--- src/common/rwg_pkg.sv ---
package rwg_pkg;
    // Register byte offsets
    localparam logic [7:0] RWG_OFF_CFG = 8'h00;
    localparam logic [7:0] RWG_OFF_KEY = 8'h04;
    localparam logic [7:0] RWG_OFF_OSC = 8'h08;
    localparam logic [7:0] RWG_OFF_TIME = 8'h0C;
    localparam logic [7:0] RWG_OFF_DATE = 8'h10;
    // Field positions
    localparam int RWG_BIT_WREN = 13;
    localparam int RWG_BIT_EN = 15;
    localparam int RWG_BIT_OSCEN = 1;
    // Key values
    localparam logic [7:0] RWG_KEY_FIRST = 8'h55;
    localparam logic [7:0] RWG_KEY_SECOND = 8'hAA;
    // Reset values
    localparam logic [31:0] RWG_RST_TIME = 32'h00000000;
    localparam logic [31:0] RWG_RST_DATE = 32'h00000000;
    // AXI responses
    localparam logic [1:0] RWG_RESP_OKAY = 2'h0;
    localparam logic [1:0] RWG_RESP_SLVERR = 2'h2;
    // Unlock tracker states
    typedef enum logic [1:0] {RWG_KEY_IDLE, RWG_KEY_GOT55, RWG_KEY_ARMED} rwg_key_t;
endpackage

--- src/rtl/rwg_top.sv ---
`timescale 1ns/1ps
// Write-protection guard for the calendar clock unit, AXI4-Lite slave
module rwg_top #(
    parameter int ADDR_W = 8 // Address width
) (
    input wire logic clock_in, // 200 MHz system clock
    input wire logic rst_in, // Synchronous reset, active high
    input wire logic [ADDR_W-1:0] s_axi_awaddr, // Write address
    input wire logic s_axi_awvalid, // Write address valid
    output logic s_axi_awready, // Write address ready
    input wire logic [31:0] s_axi_wdata, // Write data
    input wire logic [3:0] s_axi_wstrb, // Write byte strobes
    input wire logic s_axi_wvalid, // Write data valid
    output logic s_axi_wready, // Write data ready
    output logic [1:0] s_axi_bresp, // Write response
    output logic s_axi_bvalid, // Write response valid
    input wire logic s_axi_bready, // Write response ready
    input wire logic [ADDR_W-1:0] s_axi_araddr, // Read address
    input wire logic s_axi_arvalid, // Read address valid
    output logic s_axi_arready, // Read address ready
    output logic [31:0] s_axi_rdata, // Read data
    output logic [1:0] s_axi_rresp, // Read response
    output logic s_axi_rvalid, // Read data valid
    input wire logic s_axi_rready, // Read data ready
    output logic module_run_out, // Clock module enabled
    output logic osc_sel_out, // Secondary oscillator enabled
    output logic [31:0] time_out, // Time register contents
    output logic [31:0] date_out // Calendar register contents
);
    // Offsets reach 0x10, so fewer than five address bits cannot decode them
    if (ADDR_W < 5 || ADDR_W > 32) begin : g_bad_addr_w
        $error("ADDR_W must be 5..32");
    end

    typedef struct packed {
        logic awready;
        logic wready;
        logic aw_held;
        logic w_held;
        logic [ADDR_W-1:0] awaddr;
        logic [31:0] wdata;
        logic [3:0] wstrb;
        logic bvalid;
        logic [1:0] bresp;
        logic arready;
        logic rvalid;
        logic [31:0] rdata;
        logic [1:0] rresp;
        logic wren;
        logic en;
        logic oscen;
        logic [31:0] time_reg;
        logic [31:0] date_reg;
    } rwg_state_t;

    rwg_state_t cur;
    rwg_state_t next_cur;
    logic wr_fire;
    logic key_wr;
    logic armed;
    logic [7:0] waddr8;
    logic [7:0] raddr8;

    // Low address byte selects the register; upper bits must be zero
    assign waddr8 = 8'(cur.awaddr);
    assign raddr8 = 8'(s_axi_araddr);
    assign wr_fire = cur.aw_held && cur.w_held && !cur.bvalid;
    assign key_wr = wr_fire && waddr8 == rwg_pkg::RWG_OFF_KEY && cur.wstrb[0]
        && (cur.awaddr >> 8) == '0;

    rwg_unlock rwg_unlock_inst (
        .clock_in(clock_in),
        .rst_in(rst_in),
        .wr_in(wr_fire),
        .key_wr_in(key_wr),
        .key_in(cur.wdata[7:0]),
        .armed_out(armed)
    );

    // Apply byte strobes to an old word
    function automatic logic [31:0] merge(input logic [31:0] old, input logic [31:0] d,
                                          input logic [3:0] s);
        logic [31:0] r;
        r = old;
        for (int i = 0; i < 4; i++) begin
            if (s[i]) begin
                r[i*8 +: 8] = d[i*8 +: 8];
            end
        end
        return r;
    endfunction

    // Bus handshakes and register effects
    always_comb begin
        logic hi_ok;
        logic [31:0] cfgw;
        hi_ok = 1'b0;
        cfgw = 32'h00000000;
        next_cur = cur;
        // Write address and data captured independently, either order
        if (s_axi_awvalid && cur.awready) begin
            next_cur.awaddr = s_axi_awaddr;
            next_cur.aw_held = 1'b1;
            next_cur.awready = 1'b0;
        end
        if (s_axi_wvalid && cur.wready) begin
            next_cur.wdata = s_axi_wdata;
            next_cur.wstrb = s_axi_wstrb;
            next_cur.w_held = 1'b1;
            next_cur.wready = 1'b0;
        end
        if (wr_fire) begin
            hi_ok = (cur.awaddr >> 8) == '0;
            next_cur.bvalid = 1'b1;
            next_cur.bresp = rwg_pkg::RWG_RESP_OKAY;
            next_cur.aw_held = 1'b0;
            next_cur.w_held = 1'b0;
            if (!hi_ok) begin
                next_cur.bresp = rwg_pkg::RWG_RESP_SLVERR;
            end else begin
                unique case (waddr8)
                    rwg_pkg::RWG_OFF_CFG: begin
                        cfgw = merge({16'h0000, cur.en, 1'b0, cur.wren, 13'h0000},
                                     cur.wdata, cur.wstrb);
                        // Set needs the key; clear always accepted
                        if (!cfgw[rwg_pkg::RWG_BIT_WREN]) begin
                            next_cur.wren = 1'b0;
                        end else if (armed) begin
                            next_cur.wren = 1'b1;
                        end
                        // Enable moves only with write enable already set
                        if (cur.wren) begin
                            next_cur.en = cfgw[rwg_pkg::RWG_BIT_EN];
                        end
                    end
                    rwg_pkg::RWG_OFF_KEY: begin
                        next_cur.bresp = rwg_pkg::RWG_RESP_OKAY;
                    end
                    rwg_pkg::RWG_OFF_OSC: begin
                        cfgw = merge({30'h00000000, cur.oscen, 1'b0}, cur.wdata, cur.wstrb);
                        next_cur.oscen = cfgw[rwg_pkg::RWG_BIT_OSCEN];
                    end
                    rwg_pkg::RWG_OFF_TIME: begin
                        // Blocked writes still answer OKAY
                        if (cur.wren) begin
                            next_cur.time_reg = merge(cur.time_reg, cur.wdata,
                                                      cur.wstrb);
                        end
                    end
                    rwg_pkg::RWG_OFF_DATE: begin
                        if (cur.wren) begin
                            next_cur.date_reg = merge(cur.date_reg, cur.wdata,
                                                      cur.wstrb);
                        end
                    end
                    default: begin
                        next_cur.bresp = rwg_pkg::RWG_RESP_SLVERR;
                    end
                endcase
            end
        end
        if (cur.bvalid && s_axi_bready) begin
            next_cur.bvalid = 1'b0;
            next_cur.awready = 1'b1;
            next_cur.wready = 1'b1;
        end
        // Read channel, one outstanding
        if (s_axi_arvalid && cur.arready) begin
            next_cur.arready = 1'b0;
            next_cur.rvalid = 1'b1;
            next_cur.rresp = rwg_pkg::RWG_RESP_OKAY;
            next_cur.rdata = 32'h00000000;
            if ((s_axi_araddr >> 8) != '0) begin
                next_cur.rresp = rwg_pkg::RWG_RESP_SLVERR;
            end else begin
                unique case (raddr8)
                    rwg_pkg::RWG_OFF_CFG: begin
                        next_cur.rdata[rwg_pkg::RWG_BIT_EN] = cur.en;
                        next_cur.rdata[rwg_pkg::RWG_BIT_WREN] = cur.wren;
                    end
                    rwg_pkg::RWG_OFF_KEY: begin
                        next_cur.rdata = 32'h00000000; // Key reads back as zero
                    end
                    rwg_pkg::RWG_OFF_OSC: begin
                        next_cur.rdata[rwg_pkg::RWG_BIT_OSCEN] = cur.oscen;
                    end
                    rwg_pkg::RWG_OFF_TIME: begin
                        next_cur.rdata = cur.time_reg;
                    end
                    rwg_pkg::RWG_OFF_DATE: begin
                        next_cur.rdata = cur.date_reg;
                    end
                    default: begin
                        next_cur.rresp = rwg_pkg::RWG_RESP_SLVERR;
                    end
                endcase
            end
        end
        if (cur.rvalid && s_axi_rready) begin
            next_cur.rvalid = 1'b0;
            next_cur.arready = 1'b1;
        end
    end

    always_ff @(posedge clock_in) begin
        if (rst_in) begin
            cur <= '0;
            cur.awready <= 1'b1;
            cur.wready <= 1'b1;
            cur.arready <= 1'b1;
            cur.time_reg <= rwg_pkg::RWG_RST_TIME;
            cur.date_reg <= rwg_pkg::RWG_RST_DATE;
        end else begin
            cur <= next_cur;
        end
    end

    // Outputs straight from state flops
    assign s_axi_awready = cur.awready;
    assign s_axi_wready = cur.wready;
    assign s_axi_bvalid = cur.bvalid;
    assign s_axi_bresp = cur.bresp;
    assign s_axi_arready = cur.arready;
    assign s_axi_rvalid = cur.rvalid;
    assign s_axi_rdata = cur.rdata;
    assign s_axi_rresp = cur.rresp;
    assign module_run_out = cur.en;
    assign osc_sel_out = cur.oscen;
    assign time_out = cur.time_reg;
    assign date_out = cur.date_reg;

    // Decoded writes for the guard assertions; high address bits must be clear
    logic cfg_hit;
    logic time_hit;
    logic date_hit;
    assign cfg_hit = wr_fire && waddr8 == rwg_pkg::RWG_OFF_CFG && (cur.awaddr >> 8) == '0;
    assign time_hit = wr_fire && waddr8 == rwg_pkg::RWG_OFF_TIME && (cur.awaddr >> 8) == '0;
    assign date_hit = wr_fire && waddr8 == rwg_pkg::RWG_OFF_DATE && (cur.awaddr >> 8) == '0;

    // Lock guards: contents and enable frozen while write enable is clear
    a_time_locked: assert property (@(posedge clock_in) disable iff (rst_in)
        !cur.wren |=> $stable(cur.time_reg) && $stable(cur.date_reg))
        else $error("time changed while locked");
    a_blocked_resp: assert property (@(posedge clock_in) disable iff (rst_in)
        (wr_fire && waddr8 == rwg_pkg::RWG_OFF_TIME && (cur.awaddr >> 8) == '0)
        |=> s_axi_bvalid && s_axi_bresp == rwg_pkg::RWG_RESP_OKAY)
        else $error("time write not answered OKAY");
    a_wren_set_key: assert property (@(posedge clock_in) disable iff (rst_in)
        $rose(cur.wren) |-> $past(armed) && $past(wr_fire))
        else $error("write enable set without key");
    a_wren_clear: assert property (@(posedge clock_in) disable iff (rst_in)
        (wr_fire && waddr8 == rwg_pkg::RWG_OFF_CFG && (cur.awaddr >> 8) == '0
         && cur.wstrb[1] && !cur.wdata[rwg_pkg::RWG_BIT_WREN]) |=> !cur.wren)
        else $error("write enable clear refused");
    a_en_locked: assert property (@(posedge clock_in) disable iff (rst_in)
        !cur.wren |=> $stable(cur.en))
        else $error("enable changed while locked");
    a_run_follows: assert property (@(posedge clock_in) disable iff (rst_in)
        $changed(module_run_out) |-> $past(cfg_hit) && $past(cur.wren))
        else $error("run output moved without an unlocked config write");
    a_wren_pos: assert property (@(posedge clock_in) disable iff (rst_in)
        (s_axi_rvalid && $past(s_axi_arvalid && s_axi_arready
         && s_axi_araddr == ADDR_W'(rwg_pkg::RWG_OFF_CFG)))
        |-> s_axi_rdata[rwg_pkg::RWG_BIT_WREN] == $past(cur.wren))
        else $error("write enable misplaced in readback");
    a_bvalid_hold: assert property (@(posedge clock_in) disable iff (rst_in)
        (s_axi_bvalid && !s_axi_bready) |=> s_axi_bvalid && $stable(s_axi_bresp))
        else $error("write response dropped");

    // Unlocked writes land, and bus answers stand until taken
    a_en_write: assert property (@(posedge clock_in) disable iff (rst_in)
        (cfg_hit && cur.wren && cur.wstrb[1])
        |=> cur.en == $past(cur.wdata[rwg_pkg::RWG_BIT_EN]))
        else $error("enable not taken while unlocked");
    a_key_okay: assert property (@(posedge clock_in) disable iff (rst_in)
        (wr_fire && waddr8 == rwg_pkg::RWG_OFF_KEY && (cur.awaddr >> 8) == '0)
        |=> s_axi_bresp == rwg_pkg::RWG_RESP_OKAY)
        else $error("key write not answered OKAY");
    a_time_open: assert property (@(posedge clock_in) disable iff (rst_in)
        (time_hit && cur.wren && cur.wstrb == 4'hF)
        |=> cur.time_reg == $past(cur.wdata))
        else $error("unlocked time write lost");
    a_date_open: assert property (@(posedge clock_in) disable iff (rst_in)
        (date_hit && cur.wren && cur.wstrb == 4'hF)
        |=> cur.date_reg == $past(cur.wdata))
        else $error("unlocked date write lost");
    a_wren_hold: assert property (@(posedge clock_in) disable iff (rst_in)
        (cur.wren && !cfg_hit) |=> cur.wren)
        else $error("write enable dropped without a config write");
    a_rvalid_hold: assert property (@(posedge clock_in) disable iff (rst_in)
        (s_axi_rvalid && !s_axi_rready) |=> s_axi_rvalid && $stable(s_axi_rdata))
        else $error("read data dropped");

    // Main scenarios the bench should reach

    c_unlock: cover property (@(posedge clock_in) disable iff (rst_in) $rose(cur.wren));
    c_enable: cover property (@(posedge clock_in) disable iff (rst_in) $rose(cur.en));
    c_time_wr: cover property (@(posedge clock_in) disable iff (rst_in)
        cur.wren && wr_fire && waddr8 == rwg_pkg::RWG_OFF_TIME);
    c_blocked: cover property (@(posedge clock_in) disable iff (rst_in)
        !cur.wren && wr_fire && waddr8 == rwg_pkg::RWG_OFF_TIME);
    c_refused_set: cover property (@(posedge clock_in) disable iff (rst_in)
        cfg_hit && !armed && !cur.wren && cur.wdata[rwg_pkg::RWG_BIT_WREN]);
endmodule

--- src/rtl/rwg_unlock.sv ---
`timescale 1ns/1ps
// Key sequence tracker: arms for exactly one following write
module rwg_unlock (
    input wire logic clock_in, // System clock
    input wire logic rst_in, // Synchronous reset
    input wire logic wr_in, // One-cycle pulse per register write
    input wire logic key_wr_in, // This write targets the key register
    input wire logic [7:0] key_in, // Written key byte
    output logic armed_out // Next write may set write enable
);
    typedef struct packed {
        rwg_pkg::rwg_key_t st;
    } rwg_ul_state_t;
    rwg_ul_state_t cur;
    rwg_ul_state_t next_cur;

    // Any write that is not the expected step drops the sequence, or restarts it if it carries the first key
    always_comb begin
        next_cur = cur;
        if (wr_in) begin
            unique case (cur.st)
                rwg_pkg::RWG_KEY_IDLE: begin
                    next_cur.st = (key_wr_in && key_in == rwg_pkg::RWG_KEY_FIRST)
                        ? rwg_pkg::RWG_KEY_GOT55 : rwg_pkg::RWG_KEY_IDLE;
                end
                rwg_pkg::RWG_KEY_GOT55: begin
                    if (key_wr_in && key_in == rwg_pkg::RWG_KEY_SECOND) begin
                        next_cur.st = rwg_pkg::RWG_KEY_ARMED;
                    end else if (key_wr_in && key_in == rwg_pkg::RWG_KEY_FIRST) begin
                        next_cur.st = rwg_pkg::RWG_KEY_GOT55;
                    end else begin
                        next_cur.st = rwg_pkg::RWG_KEY_IDLE;
                    end
                end
                default: begin
                    // Armed lasts one write only, whatever it is
                    next_cur.st = (key_wr_in && key_in == rwg_pkg::RWG_KEY_FIRST)
                        ? rwg_pkg::RWG_KEY_GOT55 : rwg_pkg::RWG_KEY_IDLE;
                end
            endcase
        end
    end

    always_ff @(posedge clock_in) begin
        if (rst_in) begin
            cur <= '{st: rwg_pkg::RWG_KEY_IDLE};
        end else begin
            cur <= next_cur;
        end
    end

    assign armed_out = (cur.st == rwg_pkg::RWG_KEY_ARMED);

    a_arm_needs_key: assert property (@(posedge clock_in) disable iff (rst_in)
        (cur.st != rwg_pkg::RWG_KEY_ARMED) |=> (cur.st == rwg_pkg::RWG_KEY_ARMED) |->
        $past(key_wr_in && wr_in && key_in == rwg_pkg::RWG_KEY_SECOND))
        else $error("armed without second key");
    a_arm_one_shot: assert property (@(posedge clock_in) disable iff (rst_in)
        (armed_out && wr_in) |=> !armed_out)
        else $error("armed state outlived one write");
endmodule
--- config.mk ---
export PLATFORM = sky130hd
export DESIGN_NAME = rwg_top
export DESIGN_NICKNAME = d
export VERILOG_FILES = /design/src/common/rwg_pkg.sv /design/src/rtl/rwg_top.sv /design/src/rtl/rwg_unlock.sv
export SDC_FILE = /design/constraint.sdc
export NUM_CORES = 1
export LEC_CHECK = 0
export BUFFER_PORTS_ARGS = -buffer_cell sky130_fd_sc_hd__buf_2
export CAP_MARGIN = 0
export CORE_MARGIN = 10
export CORE_UTILIZATION = 30
export DETAILED_ROUTE_END_ITERATION = 8
export HOLD_SLACK_MARGIN = 0.06
export PLACE_DENSITY_LB_ADDON = 0.2
export SLEW_MARGIN = 10
export SYNTH_ARGS = -nofsm -noshare
export SYNTH_HDL_FRONTEND = slang
export SYNTH_SLANG_ARGS = --single-unit
--- constraint.sdc ---
create_clock -name clock_in -period 6.24 [get_ports clock_in]
set_clock_uncertainty 0.15 [all_clocks]
set_input_delay 1.248 -clock clock_in [delete_from_list [all_inputs] [get_ports clock_in]]
set_output_delay 1.248 -clock clock_in [all_outputs]
set_load 0.03 [all_outputs]
## Word-level counts from Yosys, hierarchy flattened

Cells that the tools add are included.

| storage, ports and cells | value |
|---|---|
| register bits after elaboration | 156 |
| bits of input ports | 59 |

| cells by class | value |
|---|---|
| equality and inequality tests | 14 |
| muxes and demuxes | 17 |
| reductions and logical operators | 30 |

Operator list:

| cell | count |
|---|---|
| 4-bit AND reduction | 9 |
| 8-bit by 4-bit == test with 1-bit output, second input constant | 4 |
| 16-bit one-hot mux with 2 select lines | 1 |
| 8-bit 2-to-1 mux | 3 |
| 11-bit one-hot mux with 2 select lines | 1 |
| 8-bit by 3-bit == test with 1-bit output, second input constant | 2 |
| 8-bit by 5-bit == test with 1-bit output, second input constant | 2 |
| 8-bit logical NOT | 2 |
| 1-bit logical AND | 11 |
| 5-bit OR reduction | 2 |
| 1-bit one-hot mux with 3 select lines | 3 |
| 8-bit by 7-bit == test with 1-bit output, second input constant | 1 |
| 8-bit == test, second input constant | 1 |
| 2-bit 2-to-1 mux | 4 |
| 3-bit AND reduction | 2 |
| 2-bit OR reduction | 3 |
| 1-bit one-hot mux with 2 select lines | 2 |
| 1-bit 2-to-1 mux | 3 |
| 3-bit inequality test, second input constant | 1 |
| 2-bit by 1-bit == test with 1-bit output, second input constant | 1 |
| 2-bit == test, second input constant | 1 |
| 2-bit inequality test, second input constant | 1 |
| 1-bit logical NOT | 1 |

## Logic depth before layout (Yosys ltp)

Gate-level depths: netlist of run 1.

| logic depth | value |
|---|---|
| depth after elaboration | 8 |
| gate-level depth with buffers | 7 |
| gate-level depth less buffers | 4 |

## By module

A second synthesis of run 1 with hierarchy kept.

| second synthesis, totals | value |
|---|---|
| cell total of the unflattened synthesis | 774 |
| area total of the unflattened synthesis | 6789.0 um2 |

Modules (own cells, without submodules):

| module | times used | cells each | area an instance (um2) | seq. area each (um2) |
|---|---|---|---|---|
| rwg_top | 1 | 759 | 6652.6 | 3042.9 |
| rwg_unlock | 1 | 15 | 136.4 | 40.0 |

## Least setup slack after synthesis of run 1

Ideal clock, no wire load.

| timing path | value |
|---|---|
| kind | input -> register |
| start | in s_axi_araddr[4] |
| end | reg cur (netlist bit s_axi_rdata[22]) |
| arrival time | 2.753 ns |
| required time | 6.031 ns |
| setup slack | 3.277 ns |
| cell stages on the path | 7 |
| buffers on the path | 3 |
| cell sequence | clkbuf_1 or3b_2 nor4_1 clkbuf_1 buf_2 nand2_1 nand2_1 |

| between the ends | value |
|---|---|
| cells in the longest elaborated chain, start to end | 2 |
| elaborated cells between the ends (all ways) | 3 |
| classes of those cells | eq/ne (2); mux (1) |

Ends and longest elaborated chain:

| element | line | RTL |
|---|---|---|
| start, declared | rwg_top.sv:18 | `input wire logic [ADDR_W-1:0] s_axi_araddr,` |
| 8-bit by 5-bit == test with 1-bit output or 8-bit by 4-bit == test with 1-bit output (tied branches) | rwg_top.sv:176 | `unique case (raddr8)` |
| 16-bit one-hot mux with 2 select lines * | rwg_top.sv:176 |  |
| end signal, assigned | rwg_top.sv:214 | `cur <= next_cur;` |
| end, declared | rwg_top.sv:56 | `rwg_state_t cur;` |

Every way passes the cells marked *; elsewhere a longest branch is shown, timed or not.
A chain may end at the register's enable or synchronous reset.

## Final worst setup path of run 1

| timing path | value |
|---|---|
| start | reg cur (netlist bit s_axi_bvalid) |
| end | reg cur (netlist bit date_out[26]) |

| between the ends | value |
|---|---|
| cells in the longest elaborated chain, start to end | 3 |

Ends and longest elaborated chain:

| element | line | RTL |
|---|---|---|
| 1-bit logical NOT | rwg_top.sv:67 | `assign wr_fire = cur.aw_held && cur.w_held && !cur.bvalid;` |
| 1-bit logical AND | rwg_top.sv:67 |  |
| 4-bit AND reduction (no line) | - |  |

Every way passes these cells.

==> results of run 1 <==
cells in the mapped netlist, drive strengths merged, types with 5 or more instances:
cell / number / area share
dfxtp: 154 / 0.46
nand2: 146 / 0.083
buf: 110 / 0.12
nor2: 70 / 0.040
mux2i: 68 / 0.10
a21oi: 49 / 0.037
clkbuf: 33 / 0.019
a22oi: 31 / 0.035
nand3: 14 / 0.011
nor4: 12 / 0.029
nand3b: 5 / 0.0057
nand4: 5 / 0.0047
o21ai: 5 / 0.0038
area by class of cell:
cell class	instances	area, um2	share of cell area
repair buffers	167	848.3	0.1130
inverters	4	15.01	0.002000
clock inverters	12	122.6	0.01633
flip-flops and latches	154	3083	0.4106
multi-input cells	442	2633	0.3506
clock buffers	20	456.7	0.06082
well taps	280	350.3	0.04666
registers in the layout (all words and copies together), names as in the netlist:
| register | cells |
|---|---|
| cur | 39 |
| date_out | 32 |
| module_run_out | 1 |
| osc_sel_out | 1 |
| rwg_unlock_inst.cur | 2 |
| s_axi_arready | 1 |
| s_axi_awready | 1 |
| s_axi_bresp | 1 |
| s_axi_bvalid | 1 |
| s_axi_rdata | 32 |
| s_axi_rresp | 1 |
| s_axi_rvalid | 1 |
| s_axi_wready | 1 |
| time_out | 32 |
| waddr8 | 8 |
through the flow:
stage / worst slack, ns / area (um2)
final: 3.488 / 7508
after global routing: 3.271 / 7508
after CTS: 3.467 / 7508
after detailed placement: 3.065 / 6929
after global placement: 3.058 / 6929
after floorplan: 3.277 / 6638
critical path: cells and delay by family (launching register included):
kind          cells  cell delay [ns]
flops             1             0.34
simple gates      3             1.84
mux               1             0.28
metal layers:
layer  global-route usage  routed length (um)
met5                    0                   0
met3              0.04053                1090
met4              0.03974                 198
met2               0.2074                8692
met1               0.1657                8799
placed cells by master, fill, tap and decap left out, drive strengths merged, types with 2 or more instances in the layout:
master,synthesis,final
a21oi,49,49
a22oi,31,31
buf,110,167
bufinv,0,2
clkbuf,33,20
clkinv,0,7
clkinvlp,0,2
conb,1,2
dfxtp,154,154
inv,4,5
mux2i,68,68
nand2,146,146
nand2b,4,4
nand3,14,14
nand3b,5,5
nand4,5,5
nor2,70,70
nor3,4,4
nor4,12,12
nor4bb,4,4
o21ai,5,5
o31ai,2,2
or2,2,2
or3,3,3
or4,2,2
worst paths after layout:
| check | endpoint | slack, ns | cells past startpoint |
|---|---|---|---|
| worst max-delay path | date_out[26] | 3.49 | 4 |
| worst min register to register | s_axi_rdata[25] | 0.31 | 2 |
| worst min-delay path | s_axi_rdata[25] | 0.31 | 2 |
| worst max register to register | date_out[26] | 3.49 | 4 |
cell families (layout without fill, tap and decap cells):
family | after synthesis | in the layout
multiplexers | 69 | 69
AO/OA/AOI/OAI | 93 | 93
flip-flops | 154 | 154
other | 1 | 2
AND/OR/NAND/NOR | 278 | 278
buffers and inverters | 147 | 203
report_power, final:
group          switching (uW)  internal, uW
registers                22.0          1000
logic                    82.9          39.4
clock network             409           608
==> metrics.txt, run 1 <==
Hold-fix buffers, CTS 0; first-pass GRT wire length a little under 30000 um; Ys Warns 0; crit end category register; Die Ht 168.7 um; Seq/Total Area, Yosys 0.4647; fin crit period 2.752 ns; Slew Limit Fails 0; post-synthesis mux area share 0.1043; Placer Congestion between 0.7 and 0.8; largest stage delay on the critical path ~1.1 ns; Pwr Density 288.3 mW/mm2; Iter 0 DRT Violations 278; status finished, final reports clean; Post-Syn Area 0.006634 mm2; fraction of layout cells with a size suffix above 1 0.2703; Setup violations, final 0; Setup crit start kind register; largest family of logic cells by synthesized area simple AND/OR/NAND/NOR gates; VDD IR max 0.1457 mV; Final ANT Viol Nets 0; diode count 0; number of global-route vias before repair 5043; Worst Setup SP s_axi_bvalid; initial antenna violation count 0; wire per inst ~17 um; post-synthesis compound-gate area fraction 0.08544; Mapped Cells 742; hpwl dp 13270 um; Seq cells post-synth 154; Slew Limit Headroom 0.2735; cts bufs inserted 17; cell leakage power 0.003120 uW; Final nets about 850; WHS 0.3064 ns; Port Buffers 163; I/O pins 166; fmax 363.3 MHz; Post-Synth XOR/XNOR Area 0; CP max stage cell nor4_4; CP max FO 11; Die W 168.7 um; Top FF cell, synth dfxtp_1; Clock Sinks 154; insertion delay to the later sink of the worst-skew pair approximately 0.4 ns; gr usage total 0.1306; Via density 4.585; post-CTS setup buffer count 0; H-tree levels 4; initial core utilization 0.3040; row count 54; Synth cell types 41; RSZ-0062 raised after global routing false; Slew @ Worst Pin 1.087 ns; fillers 2323; Synth Area in Simple Gates 0.2018; Fin. Hold Viols 0; kind of critical path reg2reg; Hold Crit Start date_out[25]; core area about 0.022 mm2; final period utilization 0.4411; CP Data Arrival Time 2.87 ns; Clock Tree Buf Depth 2; First-pass DRT Iterations 5; Resize count post-CTS 0; Mapped Avg Cell Area slightly below 9 um2; Post-synth ARST share 0; DR vias between 4000 and 5000; clk slew on worst S/H paths 0.06 ns; clk root buf clkbuf_16; post-route insts no fill 1079; WP data required ~6.4 ns; Reg2Reg Launch Point s_axi_bvalid; DIE AREA between 0.02 and 0.03 mm2; placed cells 1047; Layout area overhead 13.18%; final setup TNS 0 ns; final core occ 0.3441; adder-cell share of the synthesized area 0; DRC violations left 0; largest net degree at the start of global routing 65; critical-path cell list nand3b_1 > nor4_4 > mux2i_1 > nor2_1; Hold Crit Class reg2reg; WL final 18780 um; overall power roughly 2200 uW; CTS tree done; EDFF count, synth 0; Max Cap Viol 0; GRT Residual Overflow 0
Power figures use the tool's default switching activity.
==> inputs of run 2 (changes only) <==
==> constraint.sdc (replaced) <==
create_clock -name clock_in -period 2.8 [get_ports clock_in]
set_clock_uncertainty 0.15 [all_clocks]
set_input_delay 0.56 -clock clock_in [delete_from_list [all_inputs] [get_ports clock_in]]
set_output_delay 0.56 -clock clock_in [all_outputs]
set_load 0.03 [all_outputs]
==> metrics.txt, run 2 (synthesized netlist as in run 1, its figures left out) <==
cts bufs inserted 17 (unchanged); Hold Crit Class in2reg; overall power 4949 uW (+130%); register area 0.003083 mm2 (unchanged); Worst Setup SP waddr8[0]; fillers 2324 (+0.043%); critical-path cell list or4_1 > nor4_4 > buf_4 > mux2i_1 > nor2_1; number of global-route vias before repair 4919 (-2.5%); area of the multi-input gates 0.002633 mm2 (unchanged); gr usage total 0.1322 (+0.001578); final period utilization 0.7996 (+0.3585); cells on worst reg2reg path 5 (+1); Final ANT Viol Nets 0 (unchanged); Hold-fix buffers, CTS 0 (unchanged); initial antenna violation count 0 (unchanged); placed cells 1064 (+1.6%); CP max stage cell or4_1; wire per inst 17.28 um (-0.70%); final setup TNS 0 ns (unchanged); clk slew on worst S/H paths 0.06 ns (about the same); core area 0.02182 mm2 (unchanged); RSZ-0062 raised after global routing false; Max Cap Viol 0 (unchanged); Fin. Hold Viols 0 (unchanged); Slew Limit Fails 0 (unchanged); Slew @ Worst Pin 0.5198 ns (-0.5675 ns); status finished, final reports clean; CTS tree done; row count 54 (unchanged); insertion delay to the later sink of the worst-skew pair 0.42 ns (about the same); Via density 4.543 (-0.90%); kind of critical path reg2reg; fin crit period 2.239 ns (-0.5135 ns); First-pass DRT Iterations 4 (-1); clk root buf clkbuf_16; Setup violations, final 0 (unchanged); most frequent cells in the layout 162 x buf_2, 154 x dfxtp_1, 145 x nand2_1, 70 x nor2_1, 68 x mux2i_1; hpwl dp 13770 um (+3.7%); fmax 446.6 MHz (+23%); DR vias 4966 (+0.38%); largest stage delay on the critical path 0.78 ns (-0.27 ns); CP Data Arrival Time 2.38 ns (-0.49 ns); initial core utilization 0.3040 (unchanged); Layout area overhead 15.64%; Biggest register cur; Hold Crit Start s_axi_wvalid; VDD IR max 0.3114 mV (+110%); max FFs per register 39 (unchanged); most common cell after layout, fill and taps aside buf_2; post-route insts no fill 1093 (+1.3%); post-CTS setup buffer count 0 (unchanged); Iter 0 DRT Violations 278 (unchanged); Die W 168.7 um (unchanged); GRT Residual Overflow 0 (unchanged); CP max FO 8 (-3); diode count 0 (unchanged); first-pass GRT wire length 29650 um (+0.30%); cell leakage power 0.003214 uW (+3.0%); DRC violations left 0 (unchanged); Reg2Reg Launch Point waddr8[0]; WL final 18890 um (+0.59%); crit end category register; H-tree levels 4 (unchanged); Placer Congestion 0.7314 (+3.1%); largest net degree at the start of global routing 45 (-31%); Hold Path Depth 2 (unchanged); WP data required 2.94 ns (-3.42 ns); Clock Tree Buf Depth 2 (unchanged); Port Buffers 163 (unchanged); fraction of layout cells with a size suffix above 1 0.2817 (+0.01133); Setup crit start kind register; Slew Limit Headroom 0.6535 (+0.3799); I/O pins 166 (unchanged); Pwr Density 645.1 mW/mm2 (+120%); Clock Sinks 154 (unchanged); DIE AREA 0.02846 mm2 (unchanged); Die Ht 168.7 um (unchanged); Final nets 862 (+2.0%); Resize count post-CTS 0 (unchanged)
-- run 2: cell count changes in the layout (fill, tap and decap cells not counted), sizes merged --
cell | before | now
buf | 167 | 184
bufinv | 2 | 3
clkbuf | 20 | 23
clkinv | 7 | 1
inv | 5 | 4
-- run 2: power breakdown --
| part | total, uW | switching, uW | internal [uW] | leakage, uW |
|---|---|---|---|---|
| logic | 284 | 186 | 98.1 | 0.00168 |
| registers | 2290 | 50.4 | 2240 | 0.00125 |
| clock network | 2380 | 892 | 1480 | 0.000287 |
| total | 4950 | 1130 | 3820 | 0.00321 |
-- run 2: through the flow --
step           hold slack (ns)    util  worst slack (ns)  area (um2)
5_1_grt                 0.2028  0.3515            0.4168        7671
3_5_place_dp            0.3068  0.3239            0.5524        7069
4_1_cts                 0.1884  0.3515            0.5469        7671
3_3_place_gp            0.2890  0.3239            0.5885        7069
2_1_floorplan           0.2769       -            0.5255        6638
6_report                0.2076  0.3515            0.5610        7671
-- run 2: final timing paths --
| path | end | slack (ns) |
|---|---|---|
| max | date_out[4] | 0.56 |
| min | s_axi_wready | 0.21 |
| max reg2reg | date_out[4] | 0.56 |
| min reg2reg | s_axi_rdata[18] | 0.31 |
-- run 2: routing by layer --
| metal | GRT usage | wire length (um) | part of all wire |
|---|---|---|---|
| met5 | 0 | 0 | 0 |
| met4 | 0.04466 | 214 | 0.011 |
| met3 | 0.04099 | 1100 | 0.058 |
| met2 | 0.1990 | 8632 | 0.46 |
| met1 | 0.1750 | 8944 | 0.47 |
-- run 2: cell type report --
cell class,count,share of cell area
well taps,280,0.04567
clock inverters,6,0.01484
repair buffers,184,0.1289
multi-input cells,442,0.3432
clock buffers,23,0.06361
flip-flops and latches,154,0.4019
inverters,4,0.001957
-- run 2: critical path: cells and delay by family (launching register included) --
family,cells,cell delay (ns)
and+or+nand+nor,3,1.19
buffers and inverters,1,0.24
DFF,1,0.32
muxes,1,0.20
